$ cat src/design/lpm_pkg.sv
// Package with constants and types of the low-power mode sequencer
package lpm_pkg;
    localparam int unsigned CLK_PERIOD_NS      = 10;
    // Wake latency limits in system clock cycles
    localparam int unsigned IDLE_WAKE_FAST     = 20;
    localparam int unsigned IDLE_WAKE_SLOW     = 1050;
    localparam int unsigned STBY_WAKE_FAST     = 100;
    localparam int unsigned STBY_WAKE_SLOW     = 1125;
    localparam int unsigned HALT_WAKE_FAST     = 35;
    localparam int unsigned HALT_WAKE_SLOW     = 1125;
    // Clock output low window after entry
    localparam int unsigned CLKOUT_LOW_MIN     = 32;
    localparam int unsigned CLKOUT_LOW_MAX     = 45;
    // Flush intervals per divider select
    localparam int unsigned FLUSH_SHORT        = 16;
    localparam int unsigned FLUSH_MID          = 32;
    localparam int unsigned FLUSH_LONG         = 64;
    // Lock interval in oscillator cycles
    localparam int unsigned LOCK_CYCLES        = 131072;
    // Oscillator start time default, cycles
    localparam int unsigned OSC_START_CYCLES   = 1000;
    localparam int unsigned QUAL_WIDTH         = 6;
    localparam int unsigned CNT_WIDTH          = 18;
    // Wake delay used without flash sleep: the fast part of the window
    localparam int unsigned WAKE_DELAY_FAST    = 8;

    typedef enum logic [1:0] {
        MODE_IDLE,
        MODE_STANDBY,
        MODE_HALT
    } lpm_mode_e;

    typedef struct packed {
        logic                  flash_sleep;
        logic                  qual_six;
        logic [QUAL_WIDTH-1:0] qual_count;
        logic [1:0]            div_select;
        lpm_mode_e             mode;
    } lpm_cfg_s;

    typedef struct packed {
        logic periph_clk_en;
        logic core_clk_en;
        logic sys_clk_en;
        logic pll_en;
        logic osc_en;
        logic wdog_en;
    } clk_ctl_s;
endpackage

$ cat src/design/low_power_mode_sequencer.sv
// Low-power mode sequencer: idle, standby and halt entry and exit
// Notes on behaviour
// Idle wake resumes within 20 or 1050
// Idle ends on interrupt, watchdog, nmi, reset
// No wake before 4 oscillator cycles; not enforced, a wake source is taken in the first cycle after entry
// Standby wake pulse 3 or 2+count
// Clock output low 32..45 cycles after entry
// Standby wake resumes within 100 or 1125
// Standby flush 16, 32 or 64 cycles
// Standby stops peripherals, keeps PLL, watchdog
// Enter from RAM, no external access
// Halt flush then stop oscillator, core
// Halt stops peripherals, PLL, crystal oscillator
// GPIO falling edge restarts oscillator
// Reset wake held start plus 8
// Halt exit waits 131072 lock cycles
// After lock resume within 1125 or 35
// Halt exit enables clocks then interrupt
// Latency measured to next instruction start
// Qualifier needs 3 or 6 samples
// Mode select chooses state, idle default
`timescale 1ns/1ps
module low_power_mode_sequencer
    import lpm_pkg::*;
#(
    parameter int unsigned LOCK_COUNT  = LOCK_CYCLES,
    parameter int unsigned OSC_START   = OSC_START_CYCLES,
    parameter int unsigned FLASH_WAKE  = 1000
)
(
    input  wire logic     clk_i,
    input  wire logic     rstn_i,
    input  wire lpm_cfg_s cfg_i,
    input  wire logic     crystal_source_i,
    input  wire logic     idle_exec_i,
    input  wire logic     irq_enabled_i,
    input  wire logic     watchdog_interrupt_i,
    input  wire logic     nonmaskable_ext_interrupt_i,
    input  wire logic     external_reset_pin_n_i,
    input  wire logic     wake_gpio_i,
    input  wire logic     qual_en_i,
    output clk_ctl_s      clk_ctl_o,
    output logic          clock_output_pin_o,
    output logic          resume_o,
    output logic          wake_irq_o,
    output logic          busy_o
);
    typedef enum logic [2:0] {
        ST_RUN,
        ST_FLUSH,
        ST_IDLE,
        ST_STANDBY,
        ST_HALT,
        ST_OSC_START,
        ST_LOCK,
        ST_WAKE
    } seq_state_e;

    seq_state_e          state;
    seq_state_e          next_state;
    logic [CNT_WIDTH-1:0] cnt;
    logic [CNT_WIDTH-1:0] next_cnt;
    lpm_mode_e           mode;
    lpm_mode_e           next_mode;
    clk_ctl_s            ctl;
    clk_ctl_s            next_ctl;
    logic                clkout;
    logic                next_clkout;
    logic                resume;
    logic                next_resume;
    logic                irq;
    logic                next_irq;
    logic                pend;
    logic                next_pend;
    logic                gpio_q;
    logic                stby_q;
    logic [QUAL_WIDTH:0] pulse;
    logic [QUAL_WIDTH:0] next_pulse;
    logic [CNT_WIDTH-1:0] flush_len;
    logic [QUAL_WIDTH:0] pulse_need;
    logic                idle_wake;
    logic                stby_wake;
    logic                any_irq;

    // Qualifier on the standby wake input
    wake_qualifier u_qual (
        .clk_i         (clk_i),
        .rstn_i        (rstn_i),
        .enable_i      (qual_en_i),
        .six_samples_i (cfg_i.qual_six),
        .raw_i         (wake_gpio_i),
        .qual_o        (stby_q)
    );

    // Flush length from divider select
    always_comb begin
        case (cfg_i.div_select)
            2'b10:   flush_len = CNT_WIDTH'(FLUSH_MID);
            2'b11:   flush_len = CNT_WIDTH'(FLUSH_LONG);
            default: flush_len = CNT_WIDTH'(FLUSH_SHORT);
        endcase
        pulse_need = qual_en_i ? ((QUAL_WIDTH+1)'(2) + {1'b0, cfg_i.qual_count})
                               : (QUAL_WIDTH+1)'(3);
    end

    assign any_irq   = irq_enabled_i | watchdog_interrupt_i | nonmaskable_ext_interrupt_i;
    assign idle_wake = any_irq | !external_reset_pin_n_i;
    assign stby_wake = pulse >= pulse_need;

    // Sequencer next state; wake sources are trusted to respect spacing after entry
    always_comb begin
        next_state  = state;
        next_cnt    = cnt;
        next_mode   = mode;
        next_ctl    = ctl;
        next_clkout = clkout;
        next_resume = 1'b0;
        next_irq    = 1'b0;
        next_pend   = pend;
        next_pulse  = stby_q ? pulse : '0;
        if (stby_q && pulse != '1) begin
            next_pulse = pulse + 1'b1;
        end
        case (state)
            ST_RUN: begin
                next_clkout = 1'b1;
                if (idle_exec_i) begin
                    next_mode = cfg_i.mode;
                    next_cnt  = '0;
                    next_state = (cfg_i.mode == MODE_IDLE) ? ST_IDLE : ST_FLUSH;
                    if (cfg_i.mode == MODE_IDLE) begin
                        next_ctl.core_clk_en = 1'b0;
                    end
                end
            end
            ST_FLUSH: begin
                // System clock held so the pipeline drains; long external accesses fail
                next_cnt = cnt + 1'b1;
                if (cnt + 1'b1 >= flush_len) begin
                    next_ctl.sys_clk_en    = 1'b0;
                    next_ctl.core_clk_en   = 1'b0;
                    next_ctl.periph_clk_en = 1'b0;
                    if (mode == MODE_HALT) begin
                        next_ctl.pll_en  = 1'b0;
                        next_ctl.wdog_en = 1'b0;
                        next_ctl.osc_en  = !crystal_source_i;
                    end
                end
                // Pin window is fixed; with the long flush it falls while the clock still runs
                if (cnt + 1'b1 >= CNT_WIDTH'(CLKOUT_LOW_MIN)) begin
                    next_clkout = 1'b0;
                end
                if (cnt + 1'b1 >= flush_len && cnt + 1'b1 >= CNT_WIDTH'(CLKOUT_LOW_MIN)) begin
                    next_state = (mode == MODE_HALT) ? ST_HALT : ST_STANDBY;
                end
            end
            ST_IDLE: begin
                if (idle_wake) begin
                    next_pend  = any_irq;
                    next_cnt   = '0;
                    next_state = ST_WAKE;
                end
            end
            ST_STANDBY: begin
                if (stby_wake || idle_wake) begin
                    next_pend  = any_irq;
                    next_cnt   = '0;
                    next_state = ST_WAKE;
                end
            end
            ST_HALT: begin
                // Falling edge only; a pin that already sits low must not wake
                if ((gpio_q && !wake_gpio_i) || !external_reset_pin_n_i) begin
                    next_ctl.osc_en = 1'b1;
                    next_pend  = any_irq;
                    next_cnt   = '0;
                    next_state = ST_OSC_START;
                end
            end
            ST_OSC_START: begin
                next_cnt = cnt + 1'b1;
                if (cnt + 1'b1 >= CNT_WIDTH'(OSC_START)) begin
                    next_ctl.pll_en = 1'b1;
                    next_cnt   = '0;
                    next_state = ST_LOCK;
                end
            end
            ST_LOCK: begin
                next_cnt = cnt + 1'b1;
                if (cnt + 1'b1 >= CNT_WIDTH'(LOCK_COUNT)) begin
                    next_cnt   = '0;
                    next_state = ST_WAKE;
                end
            end
            ST_WAKE: begin
                // Restore clocks first, then release; flash sleep adds its own wake time
                next_ctl    = '{default: 1'b1};
                next_clkout = 1'b1;
                next_cnt    = cnt + 1'b1;
                if (cnt + 1'b1 >= (cfg_i.flash_sleep ? CNT_WIDTH'(FLASH_WAKE) : CNT_WIDTH'(WAKE_DELAY_FAST))) begin
                    next_resume = 1'b1;
                    next_irq    = pend | any_irq;
                    next_pend   = 1'b0;
                    next_state  = ST_RUN;
                end
            end
            default: next_state = ST_RUN;
        endcase
    end

    always_ff @(posedge clk_i or negedge rstn_i) begin
        if (!rstn_i) begin
            state  <= ST_RUN;
            cnt    <= '0;
            mode   <= MODE_IDLE;
            ctl    <= '{default: 1'b1};
            clkout <= 1'b1;
            resume <= 1'b0;
            irq    <= 1'b0;
            pend   <= 1'b0;
            pulse  <= '0;
            gpio_q <= 1'b1;
        end else begin
            state  <= next_state;
            cnt    <= next_cnt;
            mode   <= next_mode;
            ctl    <= next_ctl;
            clkout <= next_clkout;
            resume <= next_resume;
            irq    <= next_irq;
            pend   <= next_pend;
            pulse  <= next_pulse;
            gpio_q <= wake_gpio_i;
        end
    end

    assign clk_ctl_o          = ctl;
    assign clock_output_pin_o = clkout;
    assign resume_o           = resume;
    assign wake_irq_o         = irq;
    assign busy_o             = (state != ST_RUN);
endmodule

$ cat src/design/wake_qualifier.sv
// Input qualifier that accepts a wake level after a run of equal samples
`timescale 1ns/1ps
module wake_qualifier
    import lpm_pkg::*;
(
    input  wire logic                  clk_i,
    input  wire logic                  rstn_i,
    input  wire logic                  enable_i,
    input  wire logic                  six_samples_i,
    input  wire logic                  raw_i,
    output logic                       qual_o
);
    logic [2:0] run;
    logic [2:0] next_run;
    logic       last;
    logic       next_last;
    logic       qual;
    logic       next_qual;
    logic [2:0] need;

    // Count equal samples; bypassed when qualification is off
    always_comb begin
        need      = six_samples_i ? 3'h6 : 3'h3;
        next_last = raw_i;
        next_run  = run;
        next_qual = qual;
        if (raw_i != last) begin
            next_run = 3'h1;
        end else if (run < need) begin
            next_run = run + 3'h1;
        end
        if (!enable_i) begin
            next_qual = raw_i;
        end else if (next_run >= need) begin
            next_qual = raw_i;
        end
    end

    always_ff @(posedge clk_i or negedge rstn_i) begin
        if (!rstn_i) begin
            run  <= 3'h0;
            last <= 1'b0;
            qual <= 1'b0;
        end else begin
            run  <= next_run;
            last <= next_last;
            qual <= next_qual;
        end
    end

    assign qual_o = qual;
endmodule

$ cat config.mk
export PLATFORM = sky130hd
export DESIGN_NAME = low_power_mode_sequencer
export DESIGN_NICKNAME = d
export VERILOG_FILES = /design/src/design/lpm_pkg.sv /design/src/design/low_power_mode_sequencer.sv /design/src/design/wake_qualifier.sv
export SDC_FILE = /design/constraint.sdc
export NUM_CORES = 1
export LEC_CHECK = 0
export ABC_AREA = 1
export BUFFER_PORTS_ARGS = -buffer_cell sky130_fd_sc_hd__buf_4
export CELL_PAD_IN_SITES_DETAIL_PLACEMENT = 1
export CELL_PAD_IN_SITES_GLOBAL_PLACEMENT = 1
export CORE_UTILIZATION = 43
export DETAILED_ROUTE_END_ITERATION = 7
export MAX_ROUTING_LAYER = met4
export PLACE_DENSITY_LB_ADDON = 0.1
export REMOVE_ABC_BUFFERS = 1
export SKIP_LAST_GASP = 1
export SYNTH_ARGS = -nofsm -noshare
export SYNTH_HDL_FRONTEND = slang
export SYNTH_SLANG_ARGS = --single-unit
$ cat constraint.sdc
create_clock -name clk_i -period 3.3 [get_ports clk_i]
set_input_delay 0.165 -clock clk_i [delete_from_list [all_inputs] [get_ports clk_i]]
set_output_delay 0.165 -clock clk_i [all_outputs]
set_load 0.1 [all_outputs]
Yosys cells after proc, flatten, opt, wreduce, memory -nomap -nowiden
Cells that the tools add are included.
- add/sub/neg operators: 4
- order comparisons: 8
- equality and inequality tests: 26
- mux-type cells: 51
- bitwise operators: 4
- reduce and logical (&&, ||, !) cells: 29
- operator list (operator ; number):
    case mux 18 bit (7 select lines) ; 1
    2-to-1 mux 18 bit ; 6
    2-to-1 mux 3 bit ; 13
    inequality test 2 bit, second input constant ; 13
    case mux 3 bit (8 select lines) ; 1
    2-to-1 mux 7 bit ; 3
    adder 18 x 1 -> 18 bit, second input constant ; 1
    >= comparator 18 x 10 -> 1 bit ; 1
    >= comparator 18 x 10 -> 1 bit, second input constant ; 1
    >= comparator 18 bit ; 1
    >= comparator 18 bit, second input constant ; 1
    >= comparator 18 x 6 -> 1 bit, second input constant ; 1
    AND reduction 4 bit ; 4
    2-to-1 mux 1 bit ; 15
    case mux 7 bit (2 select lines) ; 1
    == test 3 bit, second input constant ; 4
    nonzero test 3 bit ; 4
    2-to-1 mux 10 bit ; 1
    case mux 1 bit (3 select lines) ; 3
    case mux 1 bit (2 select lines) ; 4
    AND reduction 8 bit ; 1
    adder 2 x 6 -> 7 bit, first input constant ; 1
    adder 7 x 1 -> 7 bit, second input constant ; 1
    >= comparator 7 bit ; 1
    24 further kinds ; 39
- register bits: 46
- bits of input ports: 22
- output and inout bits: 10
- word-level logic and storage cells: 140

Logic depth before layout (Yosys ltp)
Gate-level depths: netlist of run 1.
- word-level depth: 7
- mapped depth: 20
- gate-level depth less buffers: 20

Cells and area by module
Synthesis of run 1 repeated with hierarchy kept, for this count alone.
- cell total of the unflattened synthesis: 492
- area, all modules: 3440.8 µm²
- by module, submodules not included (module ; times used ; cells each ; area an instance (µm²) ; sequential area each (µm²)):
    low_power_mode_sequencer ; 1 ; 446 ; 3095.5 ; 1009.7
    wake_qualifier ; 1 ; 46 ; 345.3 ; 125.1

Least setup slack after synthesis of run 1
Ideal clock, no wire load.
- path kind: register -> register
- start: register cnt[0]
- end: register state[0]
- library setup time: 0.117 ns
- arrival: 2.283 ns
- data required time: 3.183 ns
- setup slack: 0.900 ns
- stages on the path, launching flop included: 19
- buffers on the path: 0
- clock period less this slack: 2.400 ns
- cell sequence: dfrtp_1 -> ha_1 -> nand2_1 -> nor2_2 -> nand2_2 -> inv_1 -> nand2_1 -> nand2_1 -> inv_1 -> ha_1 -> nand2_1 -> o21ai_0 -> a21oi_1 -> nand3_1 -> nor2_1 -> nor2_1 -> nand3_1 -> nand2_1 -> nand2_1
- cells in the longest elaborated chain, start to end: 5
- elaborated cells between the ends (all ways): 12
- those cells by class: add/sub (1); order compare (5); eq/ne (4); reduce/logical (2)
- ends and longest elaborated chain (item ; line ; RTL):
    start, declared ; low_power_mode_sequencer.sv:61 ; logic [CNT_WIDTH-1:0] cnt;
    start signal, assigned ; low_power_mode_sequencer.sv:225 ; cnt <= next_cnt;
    adder 18 x 1 -> 18 bit (*) ; -- ;
    >= comparator 18 bit / >= comparator 18 x 6 -> 1 bit (equally long branches) ; low_power_mode_sequencer.sv:153 ; if (cnt + 1'b1 >= flush_len && cnt + 1'b1 >= CNT_WIDTH'(CLKOUT_LOW_MIN)) begin
    logical AND 1 bit ; low_power_mode_sequencer.sv:153 ;
    inequality test 2 bit (no source line) ; -- ;
    AND reduction 8 bit (no source line) (*) ; -- ;
    end signal, assigned ; low_power_mode_sequencer.sv:224 ; state <= next_state;
    end, declared ; low_power_mode_sequencer.sv:59 ; seq_state_e state;
Mark *: on every way between the ends. The rest lies on a longest branch, timed or not.
A chain may end at the register's enable or synchronous reset.

Worst setup path after layout of run 1
- start: register cnt[0]
- end: register state[1]
The elaborated chain is that of the path after synthesis.

==> run summary, run 1 <==
For this run the aggregate overflow at the end of global routing stands at 0. The number of failing hold endpoints at the final stage came out at 0. The detailed router's first-iteration violation count came out at 123.

Traced cell by cell, the critical path runs through ha_1, nand2_1, nor2_2, nand2_2, inv_1, nand2_1, nand2_1, inv_1, ha_1, nand2_1, o21ai_0, a21oi_1, nand3_1, nor2_1, nor2_1, nand3_1, nand2_1, nand2_1. For the clock latency of the later-clocked register in the worst-skew pair, the log shows 0.30 ns. For the worst flop-to-flop path, the logic depth is 18. The number of buffer and inverter stages on the critical path works out to 2. The die outline width is 89.5 µm. Sorting the synthesized cells by area gives the leading types as sky130_fd_sc_hd__dfrtp_1, sky130_fd_sc_hd__nand2_1, sky130_fd_sc_hd__ha_1. The run gives 51.4% as the combinational fraction of design power. TritonCTS built the clock tree. On the worst path, the slowest cell contributes a delay of 0.46 ns. The die covers 0.00801 mm².

Flip-flop and latch count after synthesis: 45. The floorplan step set the die height to 89.5 µm. The type of the worst setup path is reg -> reg. Critical path depth: 18. The detail route stage leaves a number of antenna-violating nets equal to 0.

The via count of the first global-routing pass is 3161. Dividing the synthesized area by the synthesized cell count gives 7.08 µm². The routed layout has 3149 vias. The number of antenna violations at the first check in global routing is 0, and the total standard cell area after synthesis is 0.00329 mm². The root buffer cell chosen for the clock tree is sky130_fd_sc_hd__clkbuf_8. The tools report the clock tree skew after final layout as 0.00429 ns. Max-cap violations in this run came to 0. Worst hold slack across all endpoints: 0.0116 ns. The instance area after placement is 0.00361 mm². Data on the critical path is required at its endpoint by 3.50 ns.

Dominant register cell in the synthesized netlist: sky130_fd_sc_hd__dfrtp_1. After synthesis, the largest area contributor takes up 28.9% of total cell area. The cell type group with the largest total delay on the critical path was simple AND/OR/NAND/NOR gates.

The transition time at the pin with the least slew margin is 0.617 ns. Cell type contributing the most total cell area after synthesis: sky130_fd_sc_hd__dfrtp_1. Input and output buffers added on the ports amount to 31. The switching portion of total power is 50.2%.

Entering global routing, the biggest net connects 46 pins. Data arrives at the worst endpoint at 3.09 ns. Summed over all nets, the switching power comes to 1230 µW. For flop-to-flop paths, the worst setup slack is 0.41 ns.

The total power after layout was 2440 µW. The worst register-to-register path ends at state[1]$_DFFE_PN0P_. Setup repair after global routing left no endpoint under its margin. The global-route wire length before repair came out at 14700 µm. In this run the post-CTS setup repair buffer count came out at 0. The sum of negative setup slack is 0 ns. Design internal power: 1220 µW.

After clock tree synthesis, the clock-pin slew on the worst setup and hold paths is 0.09 ns. In this run the critical register-to-register path is launched from cnt[0]$_DFFE_PN0P_. Headroom to the max-slew limit came out at 58.9%.

The synthesis warning total came out at 0. The longest clock path from root to sink contains 2 buffers. The tools report the final weighted congestion of routability-driven global placement as 0.849.

In the finished design, the share of the clock period the worst path needs comes to 87.7%. The dominant cell by count in the synthesized netlist is sky130_fd_sc_hd__nand2_1. The tightest min-delay check is of the in -> reg type. The worst setup path is launched from a flop. The type of element capturing the critical path was a flop. The part of the power in registers was 33.7%.

The final-report max-slew violation count is 0. Fraction of layout instances using a drive strength above 1: 15.2%. The origin of the worst setup path is cnt[0]$_DFFE_PN0P_. The detailed-route vias per instance was 5.26. The highest-delay cell along the critical path is sky130_fd_sc_hd__dfrtp_1.

The run gives 0 as the antenna cell count. For this run, design rule violations remaining after detail routing come to 0. The number of gates resized after CTS was 0. For this design the top-level I/O count stands at 32. The most critical setup path has its endpoint at state[1]$_DFFE_PN0P_.

The peak supply drop came out at 0.000270 V. The clock network burns 14.9% of the power. Among the stages of the critical path, the cell type that occurs most often is sky130_fd_sc_hd__nand2_1. Global routing consumed, over all layers together, 24.8% of the routing resources.

In this run the core area contains 31 standard-cell rows. Setup violations remaining at the end of the flow were counted as 0. Along the worst path, the maximum fanout reaches 7.

The post-detailed-routing wire length was 8650 µm; the number of flops mapped to enable cells by yosys was 0. Counting every instance in the synthesized netlist gives 465. In the final routed layout, each cell accounts on average for 14.4 µm.

By count the netlist is led by sky130_fd_sc_hd__nand2_1, sky130_fd_sc_hd__inv_1, sky130_fd_sc_hd__nor2_1. Clock tree synthesis found a total of 45 sinks. Power spread over the standard cell area amounts to 659 mW/mm². Post-layout net count: 544. For the instance count after placement with tap cells included, the log shows 590.

Clock tree synthesis inserted a total of 5 buffers. The region available for standard cell placement spans 0.00733 mm². The cts-stage hold buffer count came out at 1.

For this run, the register share of the synthesized area comes to 34.5%. After legalization and detailed placement, the total HPWL measured 6930 µm. The run gives 346 MHz as the maximum achievable frequency.

Excluding fillers, the count of instances in the completed layout stands at 599. The flow ran to the end, and the final reports show no timing, DRC or antenna violations. The first detailed-routing pass ran for 4 iterations. For this configuration, the core starts out at a cell density of 44.9%.

The worst path needs 2.89 ns of the cycle, external delays included. In the synthesized netlist the async set-or-reset flop fraction comes to 100%. The H-tree generated during clock tree synthesis spans 2 levels. After synthesis, the netlist uses 34 different library cells. From synthesis to final layout, the design area changed by 12.7%. The analysis attributes to cell leakage a power of 0.00189 µW. The finished cells cover 0.00371 mm².
## layer usage
| metal | track usage (%) | routed length [µm] | up-vias |
|---|---|---|---|
| li1 | - | - | 1570 |
| met1 | 30.8 | 4020 | 1519 |
| met2 | 42.5 | 4230 | 46 |
| met3 | 2.86 | 259 | 14 |
| met4 | 6.78 | 139 | 0 |
| met5 | - | 0 | - |
## cells in the final DEF (no fill, tap or decap), types with 6 or more instances in the layout
cell type	instances
sky130_fd_sc_hd__nand3_1	35
sky130_fd_sc_hd__o21ai_0	20
sky130_fd_sc_hd__nor2_1	51
sky130_fd_sc_hd__nand2_1	134
sky130_fd_sc_hd__nand4_1	14
sky130_fd_sc_hd__ha_1	23
sky130_fd_sc_hd__dfstp_2	7
sky130_fd_sc_hd__dfrtp_1	38
sky130_fd_sc_hd__o21ai_2	8
sky130_fd_sc_hd__a21oi_1	14
sky130_fd_sc_hd__buf_4	32
sky130_fd_sc_hd__nand2_2	7
sky130_fd_sc_hd__inv_1	64
sky130_fd_sc_hd__clkbuf_8	6
## sequential cells by signal, summed over array words and instances, names as in the netlist
register            cells
clock_output_pin_o      1
cnt                    18
u_qual.qual_o           1
wake_irq_o              1
pend                    1
resume_o                1
u_qual.run              3
gpio_q                  1
mode                    2
state                   3
clk_ctl_o               5
pulse                   7
u_qual.last             1
## how the worst min path moves through the flow
stage	start	end	depth (start not counted)
CTS	wake_gpio_i	gpio_q$_DFF_PN1_	1
global placement	rstn_i	cnt[13]$_DFFE_PN0P_	1
global route	wake_gpio_i	gpio_q$_DFF_PN1_	1
detailed placement	rstn_i	cnt[13]$_DFFE_PN0P_	1
finish	wake_gpio_i	gpio_q$_DFF_PN1_	1
floorplan	rstn_i	cnt[0]$_DFFE_PN0P_	0
## kinds of logic after synthesis
kind of cell | count (synthesis) | share of synthesized area (%)
buffers and inverters | 70 | 8.71
AOI/OAI and AO/OA | 57 | 10.6
xor gates and xnor gates | 5 | 1.33
adders and majority gates | 23 | 8.75
DFF | 45 | 34.5
muxes | 1 | 0.342
and+or+nand+nor | 264 | 35.8
## metrics by stage
| stage | util (%) | worst slack, ns |
|---|---|---|
| after global routing | 50.6 | 0.0697 |
| after global placement | 49.2 | 0.554 |
| final | 50.6 | 0.406 |
| after detailed placement | 49.2 | 0.389 |
| after CTS | 50.6 | 0.372 |
| after floorplan | - | 0.894 |
## power by group through the flow
stage | registers [µW] | logic [µW] | clock network [µW]
6_report | 824 | 1260 | 363
5_1_grt | 846 | 1410 | 395
4_1_cts | 821 | 1270 | 372
3_5_place_dp | 832 | 1260 | 0
3_3_place_gp | 826 | 1220 | 0
2_1_floorplan | 1060 | 682 | 0
## final cells by class
class,instances,area (µm²)
Fill cell,974,3620
Inverter,64,240
Clock buffer,8,90.1
Timing Repair Buffer,33,250
Multi-Input combinational cell,350,1870
Tap cell,99,124
Sequential cell,45,1130
## worst register-to-register path, delay by kind of cell (launching register included)
family	cells	cell delay (ns)
compound gates	2	0.25
simple gates	12	1.35
buf+inv	2	0.15
flops	1	0.46
fa+ha+maj	2	0.58
No activity file was read; power rests on OpenSTA's default activity.
==> run 2: changes to the inputs <==
- CORE_UTILIZATION: 43 -> 39
- clock period: 3.3 -> 2.65 ns (I/O delays scaled with it)
==> run 2 against run 1 <==
Effect of this change:
- routed wire length rose by 3.2%
- utilization fell by 2.5 points
- flip-flop and latch count did not move
- clock power rose by 30%
- hold slack improved by 0.058 ns
- critical path depth fell by 3
- fmax rose by 17%
- largest power group unchanged
==> run summary, run 2 (synthesis results as in run 1) <==
The flow ran to the end, and the final reports show no timing, DRC or antenna violations. The logs give 623 for the final cell count without fillers and 0.00114 mm² for the area occupied by registers. The clock latency of the later-clocked register in the worst-skew pair is 0.31 ns, and the number of flip-flops in the largest register is 18. Commonest non-fill, non-tap cell in the layout: sky130_fd_sc_hd__nand2_1.

The number of antenna diodes in the final layout is 0. The wire length per cell works out to 14.3 µm. The design area came out at 0.00393 mm².

The number of failing hold endpoints at the final stage was 0. For this run, the total global-route usage over all layers was measured as 23.2%. The count of nets left with antenna violations once routing finished came out at 0.

The transition time at the pin with the least slew margin was 0.604 ns; the worst relative slew slack was 59.7%. The first-pass iteration count of the detailed router is 4. The top-level I/O count was 32; the number of buffer cells added on primary ports was 31. For this run, design rule violations remaining after detail routing come to 0.

For this run, the slowest stage of the critical path takes 0.45 ns. The instance count after placement with tap cells included was 606; the area of combinational cells with multiple inputs was 0.00193 mm². The floorplan has 33 rows.

The run gives 562 as the post-layout net count. Measured along the y axis, the die boundary spans 93.9 µm. Clock-pin slew was measured on the worst setup and hold paths at 0.09 ns. Setup violations remaining at the end of the flow were counted as 0. Detailed placement finished with a half-perimeter wire length of 7090 µm.

The type of element capturing the critical path was a flop. At the worst endpoint, the required time is 2.85 ns. The floorplan step set the die width to 93.9 µm. The via count of the first global-routing pass is 3327, and the aggregate global routing overflow is 0. Cells fill 48.1% of the core in the end. Counting stages on the worst path, the most repeated cell is sky130_fd_sc_hd__nand2_1. The first routing iteration left 91 violations. Of the cells placed in the final design, the portion with a size suffix greater than 1 is 21.0%. The final worst-path cycle share was 93.1%.

The final route contains 3153 vias. The detailed-route vias per instance is 5.06. TritonCTS created 5 clock buffers. The nature of the critical path startpoint was a flop. The analysis attributes to cell leakage a power of 0.00198 µW. The total power after layout is 3230 µW.

Timing would allow up to 405 MHz. At the worst endpoint, the arrival time is 2.67 ns. The area growth from synthesis to layout works out to 19.4%. The type of the worst setup path was reg -> reg. H-tree depth: 2. Clock tree synthesis selected as its root buffer the cell sky130_fd_sc_hd__clkbuf_8. The reg-to-reg setup timing slack came out at 0.18 ns. The total of max-cap violations was 0; the clock period minus worst slack was 2.47 ns.

The final weighted congestion of routability-driven global placement is 0.867. For this design, the sink count on the clock tree is 45. The initial utilization of the core area, before any placement, comes to 40.3%. The placed instances occupy a cell area of 0.00369 mm².

Across the routed clock network, the largest skew measured is 0.0112 ns. The largest fanout on the critical path is 5, and the number of buffers on the longest clock path is 2. On the critical path, the stage with the largest delay is an instance of sky130_fd_sc_hd__dfrtp_2. The routed design has 8930 µm of wire. The min-delay analysis places its worst path in the category in -> reg.

After routing, the total negative slack on setup checks comes to 0 ns. Traced cell by cell, the critical path runs through nand2_2, nor2_4, xnor2_2, inv_1, ha_1, nand3_1, nor2_1, nand2_1, a21oi_1, nor2_1, o211ai_1, buf_4, nand3_1, nand2_1, nand2_1. For the core outline area, the log shows 0.00818 mm². More flip-flops sit in one register than any other, and that register is cnt. In the layout the commonest cells are sky130_fd_sc_hd__nand2_1, sky130_fd_sc_hd__inv_1, sky130_fd_sc_hd__buf_4.

The layout has 1058 filler cells. The global-route wire length before repair was 15500 µm; the power density over cell area was 821 mW/mm². The die outline area was 0.00881 mm².

Peak supply drop: 0.000478 V. TritonCTS built the clock tree. The logs give 0 for the final-report max-slew violation count and 0 for the number of antenna violations at the first check in global routing. Entering global routing, the biggest net connects 46 pins.
## run 2: changes by cell type in the layout (fill, tap and decap cells not counted), moves of 2 or more
| cell | change |
|---|---|
| sky130_fd_sc_hd__nor2_4 | +2 |
| sky130_fd_sc_hd__dfrtp_2 | +5 |
| sky130_fd_sc_hd__buf_4 | +16 |
| sky130_fd_sc_hd__nor2_2 | +2 |
| sky130_fd_sc_hd__nor2_1 | -4 |
| sky130_fd_sc_hd__dfrtp_1 | -5 |
| sky130_fd_sc_hd__clkbuf_1 | -2 |
## run 2: metrics by stage
step / hold WS (ns) / setup slack (ns)
finish: 0.0698 / 0.184
global route: 0.0657 / -0.0136
floorplan: -0.163 / 0.244
CTS: 0.0635 / 0.0358
detailed placement: 0.189 / 0.0349
global placement: 0.188 / 0.165
## run 2: report_power, final
| group | internal, µW | switching, µW |
|---|---|---|
| sequential | 868 | 168 |
| clock | 212 | 261 |
| combinational | 539 | 1180 |
| total | 1620 | 1610 |
## run 2: path summary, 6_finish.rpt
path,cells past startpoint,startpoint,end
worst min register to register,2,clk_ctl_o[0]$_DFFE_PN1P_,clk_ctl_o[0]$_DFFE_PN1P_
min in group asynchronous,2,rstn_i,cnt[11]$_DFFE_PN0P_
worst min-delay path,2,cfg_i[0],mode[0]$_DFFE_PN0P_
max in group asynchronous,2,rstn_i,cnt[5]$_DFFE_PN0P_
worst max-delay path,15,cnt[3]$_DFFE_PN0P_,state[1]$_DFFE_PN0P_
worst max register to register,15,cnt[3]$_DFFE_PN0P_,state[1]$_DFFE_PN0P_
## run 2: repair_timing
| action | 4_1_cts | 5_1_grt |
|---|---|---|
| buffers inserted | 0 | 7 |
| gates resized for setup | 1 | 18 |
| endpoints found under the setup margin | 2 | 10 |
| endpoints found under the hold margin | 40 | 0 |
| pin swaps | 0 | 6 |
| gates cloned | 0 | 0 |
| hold buffers | 2 | 0 |
## run 2: layer usage
metal	vias to the layer above	part of all wire, %	global-route usage [%]
met5	-	0	-
met2	31	51	39.9
li1	1600	-	-
met1	1509	46	28.2
met4	0	1.8	6.92
met3	13	2.0	3.32
## run 2: worst max-delay path: cells and delay by family (launching register included)
kind,cells,cell delay [ns]
AND/OR/NAND/NOR,9,0.78
flip-flops,1,0.45
AO/OA/AOI/OAI,2,0.32
adder cells (fa/ha/maj),1,0.31
buffers and inverters,2,0.26
XOR/XNOR,1,0.22
## run 2: cell type report
cell class,instances,area share [%]
Sequential cell,45,29.0
Clock inverter,2,0.350
Timing Repair Buffer,51,9.97
Clock buffer,6,2.10
Multi-Input combinational cell,350,49.1
Inverter,64,6.11
Tap cell,105,3.34
